--- src/inc/oe_gate_pkg.sv ---
// oe_gate_pkg: constants, states and carriers for the clock output enable gate.
// assumes one system clock; pins arrive unsynchronised from the board.
package oe_gate_pkg;

    localparam int          NUM_OUTPUTS  = 10;
    localparam int          SYNC_STAGES  = 3;
    localparam int          CLOCK_HZ     = 10_000_000;
    localparam int          CLOCK_NS     = 100;
    localparam int          MAX_RESUME_CYCLES = 2;

    localparam logic [1:0]  PIN_RESET    = 2'h0;
    localparam logic        LEVEL_LOW    = 1'b0;

    // field positions in the sampled pin word
    localparam int          PIN_REF_BIT  = 0;
    localparam int          PIN_EN_BIT   = 1;
    localparam int          PIN_COUNT    = 2;

    typedef enum logic [1:0] {
        ST_HIZ      = 2'b00,
        ST_LOW      = 2'b01,
        ST_RUN      = 2'b10,
        ST_DRAIN    = 2'b11
    } gate_state_e;

    typedef struct packed {
        logic enable;
        logic ref_clk;
    } pins_s;

    typedef struct packed {
        logic hiz;
        logic driven_low;
        logic running;
    } gate_status_s;

endpackage

--- src/design/pin_filter.sv ---
// pin_filter: three-stage synchroniser with agreement filter for board pins.
// assumes pins are asynchronous to clock; output changes only when stages two and three agree.
`timescale 1ns/1ps
module pin_filter
    import oe_gate_pkg::*;
#(
    parameter int                WIDTH = PIN_COUNT,
    parameter logic [WIDTH-1:0]  INIT  = '0
) (
    // clock and reset
    input  wire logic             clock,
    input  wire logic             nrst,
    // raw pins
    input  wire logic [WIDTH-1:0] pin_in,
    // filtered levels
    output logic      [WIDTH-1:0] level
);

    logic [WIDTH-1:0] stage1;
    logic [WIDTH-1:0] stage2;
    logic [WIDTH-1:0] stage3;
    logic [WIDTH-1:0] next_level;

    genvar i;
    generate
        for (i = 0; i < WIDTH; i++) begin : g_bit
            // stage1 feeds stage2 only
            always_comb begin
                next_level[i] = (stage2[i] == stage3[i]) ? stage3[i] : level[i];
            end
        end
    endgenerate

    always_ff @(posedge clock or negedge nrst) begin
        if (!nrst) begin
            stage1 <= INIT;
            stage2 <= INIT;
            stage3 <= INIT;
            level  <= INIT;
        end else begin
            stage1 <= pin_in;
            stage2 <= stage1;
            stage3 <= stage2;
            level  <= next_level;
        end
    end

endmodule

--- src/design/clock_output_enable_gate.sv ---
// clock_output_enable_gate: glitch-free enable gating of the buffered clock outputs.
// assumes the reference clock and enable pin come from the board, both far slower than clock.
// Summary of operation
// - a falling enable while the reference runs floats the outputs only after the next falling reference edge.
// - the outputs stay floating for as long as enable stays low.
// - a rising enable while floating drives all outputs low at once, with no reference edge needed.
// - after enabling, toggling resumes on a falling reference edge, at most two reference cycles later.
// - with the reference static and the outputs floating, a rising enable still drives them low.
// - with the reference static, a falling enable alone never floats the outputs again; a falling edge is needed.
`timescale 1ns/1ps
module clock_output_enable_gate
    import oe_gate_pkg::*;
#(
    parameter int N = NUM_OUTPUTS
) (
    // clock and reset
    input  wire logic          clock,
    input  wire logic          nrst,
    // board pins
    input  wire logic          ref_clk_in,
    input  wire logic          output_enable,
    // buffered clock outputs, two signals per pin
    output logic      [N-1:0]  clk_out,
    output logic      [N-1:0]  clk_out_oe,
    // observed state
    output gate_status_s       status
);

    pins_s        raw_pins;
    pins_s        pins;
    logic         ref_prev;
    logic         ref_fall;
    gate_state_e  state;
    gate_state_e  next_state;
    logic         next_ref_prev;
    logic [N-1:0] next_clk_out;
    logic [N-1:0] next_clk_out_oe;
    gate_status_s next_status;

    // replicates one level onto every output so all pins switch together
    function automatic logic [N-1:0] fan(input logic bit_in);
        fan = {N{bit_in}};
    endfunction

    // one-hot view of a state; draining still toggles, so it reports as running
    function automatic gate_status_s status_of(input gate_state_e s);
        status_of = '0;
        case (s)
            ST_HIZ: begin
                status_of.hiz = 1'b1;
            end
            ST_LOW: begin
                status_of.driven_low = 1'b1;
            end
            ST_RUN, ST_DRAIN: begin
                status_of.running = 1'b1;
            end
            default: begin
                status_of.hiz = 1'b1;
            end
        endcase
    endfunction

    // pins float only in the floating state
    function automatic logic drives(input gate_state_e s);
        drives = (s != ST_HIZ);
    endfunction

    always_comb begin
        raw_pins.enable  = output_enable;
        raw_pins.ref_clk = ref_clk_in;
    end

    pin_filter #(
        .WIDTH (PIN_COUNT),
        .INIT  (PIN_RESET)
    ) u_pin_filter (
        .clock  (clock),
        .nrst   (nrst),
        .pin_in (raw_pins),
        .level  (pins)
    );

    // edge detection on the filtered level only
    always_comb begin
        next_ref_prev = pins.ref_clk;
        ref_fall      = ref_prev & ~pins.ref_clk;
    end

    always_comb begin
        next_state = state;
        case (state)
            ST_HIZ: begin
                if (pins.enable) begin
                    next_state = ST_LOW;
                end else begin
                    next_state = ST_HIZ;
                end
            end
            ST_LOW: begin
                // no reference edge: remain low whatever enable does
                if (ref_fall && pins.enable) begin
                    next_state = ST_RUN;
                end else if (ref_fall) begin
                    next_state = ST_HIZ;
                end
            end
            ST_RUN: begin
                if (!pins.enable) begin
                    next_state = ST_DRAIN;
                end
            end
            ST_DRAIN: begin
                // keep toggling until the low half starts, so no runt pulse
                if (ref_fall) begin
                    next_state = pins.enable ? ST_RUN : ST_HIZ;
                end else if (pins.enable) begin
                    next_state = ST_RUN;
                end
            end
            default: begin
                next_state = ST_HIZ;
            end
        endcase
    end

    // outputs follow the next state so a change lands on the same edge as the state
    always_comb begin
        next_clk_out    = fan(LEVEL_LOW);
        next_clk_out_oe = fan(drives(next_state));
        next_status     = status_of(next_state);
        case (next_state)
            ST_HIZ: begin
                next_clk_out_oe = fan(1'b0);
            end
            ST_LOW: begin
                next_clk_out    = fan(LEVEL_LOW);
                next_clk_out_oe = fan(1'b1);
            end
            ST_RUN, ST_DRAIN: begin
                // entry from low happens on a falling edge, so the first level is low
                next_clk_out    = fan(pins.ref_clk);
                next_clk_out_oe = fan(1'b1);
            end
            default: begin
                next_clk_out_oe = fan(1'b0);
            end
        endcase
    end

    // edge history; resets to the filter's reset level so no false edge follows reset
    always_ff @(posedge clock or negedge nrst) begin
        if (!nrst) begin
            ref_prev <= 1'b0;
        end else begin
            ref_prev <= next_ref_prev;
        end
    end

    // gate state
    always_ff @(posedge clock or negedge nrst) begin
        if (!nrst) begin
            state <= ST_HIZ;
        end else begin
            state <= next_state;
        end
    end

    // pin-facing outputs come straight from flops so they never glitch
    always_ff @(posedge clock or negedge nrst) begin
        if (!nrst) begin
            clk_out    <= '0;
            clk_out_oe <= '0;
            status     <= '0;
        end else begin
            clk_out    <= next_clk_out;
            clk_out_oe <= next_clk_out_oe;
            status     <= next_status;
        end
    end

endmodule

--- config.mk ---
export PLATFORM = sky130hd
export DESIGN_NAME = clock_output_enable_gate
export DESIGN_NICKNAME = d
export VERILOG_FILES = /design/src/inc/oe_gate_pkg.sv /design/src/design/pin_filter.sv /design/src/design/clock_output_enable_gate.sv
export SDC_FILE = /design/constraint.sdc
export NUM_CORES = 1
export LEC_CHECK = 0
export ABC_AREA = 1
export BUFFER_PORTS_ARGS = -buffer_cell sky130_fd_sc_hd__buf_2
export CAP_MARGIN = 30
export CORE_MARGIN = 10
export CORE_UTILIZATION = 44
export DETAILED_ROUTE_END_ITERATION = 10
export PLACE_DENSITY_LB_ADDON = 0.12
export SLEW_MARGIN = 20
export SYNTH_ARGS = -nofsm -noshare
export SYNTH_HDL_FRONTEND = slang
export SYNTH_SLANG_ARGS = --single-unit
--- constraint.sdc ---
create_clock -name clock -period 1.2 [get_ports clock]
set_clock_uncertainty 0.05 [all_clocks]
set_input_delay 0.06 -clock clock [delete_from_list [all_inputs] [get_ports clock]]
set_output_delay 0.06 -clock clock [all_outputs]
set_load 0.01 [all_outputs]
=== Word level (Yosys, flattened, before mapping) ===
Index checks and enable logic that the tools add are counted.

* Eq/ne operators: 8
* Multiplexer cells: 13
* Bitwise logic cells: 2
* Reduce and logical (&&, ||, !) cells: 5

{| class="wikitable"
|+ Operators by type and width
! kind !! count
|-
| $pmux 10 s2 || 1
|-
| $mux 2 || 6
|-
| $mux 10 || 1
|-
| $eq 2x2->1 const B || 4
|-
| $pmux 2 s4 || 1
|-
| $eq 2x1->1 const B || 2
|-
| $logic_not 2->1 || 2
|-
| $mux 1 || 4
|-
| $reduce_or 3->1 || 1
|-
| $eq 1x1->1 || 2
|-
| $reduce_or 2->1 || 1
|-
| $and 1x1->1 || 1
|-
| $logic_and 1x1->1 || 1
|-
| $not 1->1 || 1
|}

* Register bits: 34
* Input bits: 4
* Output and inout bits: 23
* Word-level logic and storage cells: 40

=== Longest topological paths before layout ===
* Depth in word-level cells: 8
* Mapped depth: 5
* Gate-level depth less buffers: 5

=== By module ===
A second synthesis with hierarchy kept.

* Cells, all modules: 64
* Area total of the unflattened synthesis: 661.9 sq um

{| class="wikitable"
|+ Modules (own cells, without submodules)
! module !! times used !! cells an instance !! area an instance (sq um) !! sequential area each (sq um)
|-
| clock_output_enable_gate || 1 || 48 || 429.2 || 200.2
|-
| pin_filter || 1 || 16 || 232.7 || 200.2
|}

=== Least setup slack after synthesis ===
No wires, ideal clock.

* Path type: reg2reg
* Start: register, netlist name u_pin_filter.level[1]
* End: register u_pin_filter.level[1]
* Setup time: 131 ps
* Arrival time: 739 ps
* Data required time: 1,019 ps
* Slack: 280 ps
* Stages on the path, launching flop included: 2
* Path buffers: 0
* Clock period less this slack: 920 ps
* Path through: dfrtp_1 maj3_1

{| class="wikitable"
|+ RTL lines
! item !! RTL line !! source
|-
| to (signal assigned) || pin_filter.sv:44 || <nowiki>level <= next_level;</nowiki>
|-
| to (decl) || pin_filter.sv:16 || <nowiki>output logic [WIDTH-1:0] level</nowiki>
|}

==> summary.md <==
| Metric | Value |
|---|---|
| Power Dens Cells | around 2400 nW/µm² |
| DR WL/cell | around 12 µm |
| Critical Path RT | roughly 1400 ps |
| Crit path kind | reg -> reg |
| Final HPWL DP | between 800 and 900 µm |
| Synth area leaders | dfrtp_1, buf_4, nand2_1 |
| Crit path max-delay family | flip-flops |
| Fraction of layout cells with a size suffix above 1 | around 47% |
| Io pins | 27 |
| Largest net degree at the start of global routing | 16 |
| Final #Nets | 78 |
| Crit share post-route | 83.9% |
| Die height | 58.6 µm |
| Max Root-Sink Buffers | 2 |
| Psw | just under 0.7 mW |
| Cell Count, Final, Fillers Out | 88 |
| P_int | ~1.0 mW |
| Flop pwr share | between 40% and 50% |
| Static leakage | around 0.39 nW |
| ANT nets after route | 0 |
| Port buffer count | 26 |
| Core area | 1350 µm² |
| CP startpoint kind | flip-flop |
| Final Cell Area | around 720 µm² |
| Slew headroom | 79.3% |
| Switching share of power | between 30 and 40% |
| Placed cells | a little over 80 |
| Max Used Layer | met4 |
| Vias per cell | 4.66 |
| Final setup vio count | 0 |
| Flops & latches, synth | 15 |
| Clk sinks | 15 |
| Yosys top cell area share | approximately 57% |
| Comb power frac | between 40 and 50% |
| Simple-Gate Fraction of Synth Area | between 10% and 20% |
| Critical Path AT | 1170 ps |
| Initial DRC Count | 1 |
| Max-cap violations | 0 |
| First-pass GRT wire length | ~1.7 mm |
| Critical path, cell by cell | inv_1 -> nand3_2 -> nand2_1 -> nand2_2 -> nor2_2 |
| Setup TNS | 0 ps |
| Initial core utilization | around half |
| Area grow syn2layout | 9.75% |
| Register area share after synthesis | 57.4% |
| Largest area contributor in the netlist | dfrtp_1 |
| Clock power share | 15.6% |
| Routed wire length | about 1.0 mm |
| # DRC | 0 |
| Vias | roughly 400 |
| RSZ-0062 raised after global routing | false |
| Area post-placement | 661 µm² |
| Yosys warning total | 0 |
| Synth Area in Compound Gates | 1.15% |
| Die Width | between 50 and 60 µm |
| Max stage delay on crit path | 410 ps |
| Gr usage total | 6.33% |
| Ant diodes | 0 |
| Commonest cells after routing, fill and taps aside | buf_2, dfrtp_1, nand2_1 |
| Reg2reg setup slack | 190 ps |
| Final core occ | between 50 and 60% |
| Worst Path Max Fanout | 5 |
| Worst-path clk slew | approximately 80 ps |
| CP Buf/Inv Count | 1 |
| Post_cts resized | 0 |
| Post-Synth Adder-Cell Area | 3.06% |
| Grt total ovfl | 0 |
| Die area | 3430 µm² |
| Post-synthesis xor/xnor area fraction | 0% |
| Synthesized cell area | roughly 650 µm² |
| Initial antenna violation count | 0 |
| Crit path time final | approximately 1000 ps |
| Syn_nets | 63 |
| CTS Buf Count | 3 |
| Yosys cell types | 13 |
| Clk root buf | clkbuf_4 |
| H-tree depth | 1 |
| Fillers | 119 |
| Mux cell area share after synthesis | 0% |
| Hold Path Class | in -> async |
| Met3 WL | between 200 and 250 µm |
| Largest family of logic cells by synthesized area | buffers and inverters |
| Vias in the first global route | a little under 400 |
| Fmax achieved | 994 MHz |
| Wire length on met2 | ~400 µm |
| Hold WS | ~150 ps |
| Peak supply drop | 0.00117 V |
| Slowest stage cell, crit path | dfrtp_1 |
| Worst setup EP type | flip-flop |
| Count of TritonRoute iterations in the first routing pass | 4 |
| Syn Area/Cell | ~11 µm² |
| Mapped Cells | between 50 and 60 |
| Clock Latency Late Sink | approximately 270 ps |
| Row cnt | 13 |
| Fin. Hold Viols | 0 |
| Slew @ Worst Pin | 311 ps |
| Run status | finished clean |
| Final Max Tran Viols | 0 |
| DRT met1 WL | ~430 µm |
| CTS tree | done |
| Commonest non-fill, non-tap cell in the layout | buf_2 |
| Placer Congestion | ~0.76 |
[worst register-to-register path: stages, from the launching register on]
cell	delay [ps]
dfrtp_1	410
inv_1	130
nand3_2	120
nand2_1	90
nand2_2	60
nor2_2	90
[worst paths after layout]
check | start | end | cells past startpoint
worst max register to register | u_pin_filter.level[0] | status[2] | 5
worst min register to register | u_pin_filter.stage1[0] | u_pin_filter.stage2[0] | 0
worst min-delay path | nrst | u_pin_filter.stage1[0] | 2
min in group clock | u_pin_filter.stage1[0] | u_pin_filter.stage2[0] | 0
worst max-delay path | u_pin_filter.level[0] | status[2] | 5
max in group asynchronous | nrst | clk_out_oe[8] | 2
[flip-flops by register name (all words and copies together) (netlist names)]
signal and count:
state 2, status 2, u_pin_filter.level 2, u_pin_filter.stage1 2, u_pin_filter.stage2 2, u_pin_filter.stage3 2
clk_out 1, clk_out_oe 1, ref_prev 1
[area by class of cell]
class                   count  area, µm²  share of cell area, %
repair buffers             29        160                   22.3
clock buffers               3       22.5                   3.14
flip-flops and latches     15        375                   52.3
clock inverters             1       5.00                  0.697
well taps                  15       18.8                   2.61
inverters                   5       18.8                   2.61
multi-input cells          20        118                   16.4
[cell usage after synthesis (all sizes together)]
library cell,n
dfrtp,15
maj3,2
buf,19
nor2,4
nand2,8
nand3,3
nand4,2
inv,5
o211ai,1
[repair_timing]
| action | in CTS | in global routing |
|---|---|---|
| endpoints found under the hold margin | 17 | 0 |
| hold buffers | 3 | 0 |
| buffers inserted | 0 | 0 |
[logic make-up after synthesis]
logic type | count (synthesis)
AOI/OAI and AO/OA | 1
adders and majority gates | 2
buffers and inverters | 24
DFF | 15
and+or+nand+nor | 17
[per-layer routing]
metal  GRT usage (%)  up-vias
li1                -      195
met5               0        -
met4            3.02        0
met1            6.35      182
met2            8.95       29
met3            5.58        4
[metrics by stage]
| step | power [mW] | setup slack, ps |
|---|---|---|
| final | 1.74 | 194 |
| after floorplan | 1.47 | 280 |
| after CTS | 1.78 | 157 |
| after global placement | 1.49 | 215 |
| after detailed placement | 1.49 | 203 |
| after global routing | 1.90 | 70.8 |
[power by group through the flow]
| stage | Sequential, mW | Clock (mW) | Combinational, mW |
|---|---|---|---|
| detailed placement | 0.737 | 0 | 0.753 |
| global placement | 0.730 | 0 | 0.758 |
| global route | 0.751 | 0.311 | 0.836 |
| finish | 0.725 | 0.271 | 0.740 |
| floorplan | 0.763 | 0 | 0.703 |
| CTS | 0.729 | 0.292 | 0.760 |
(Power assumes the default switching activity.)
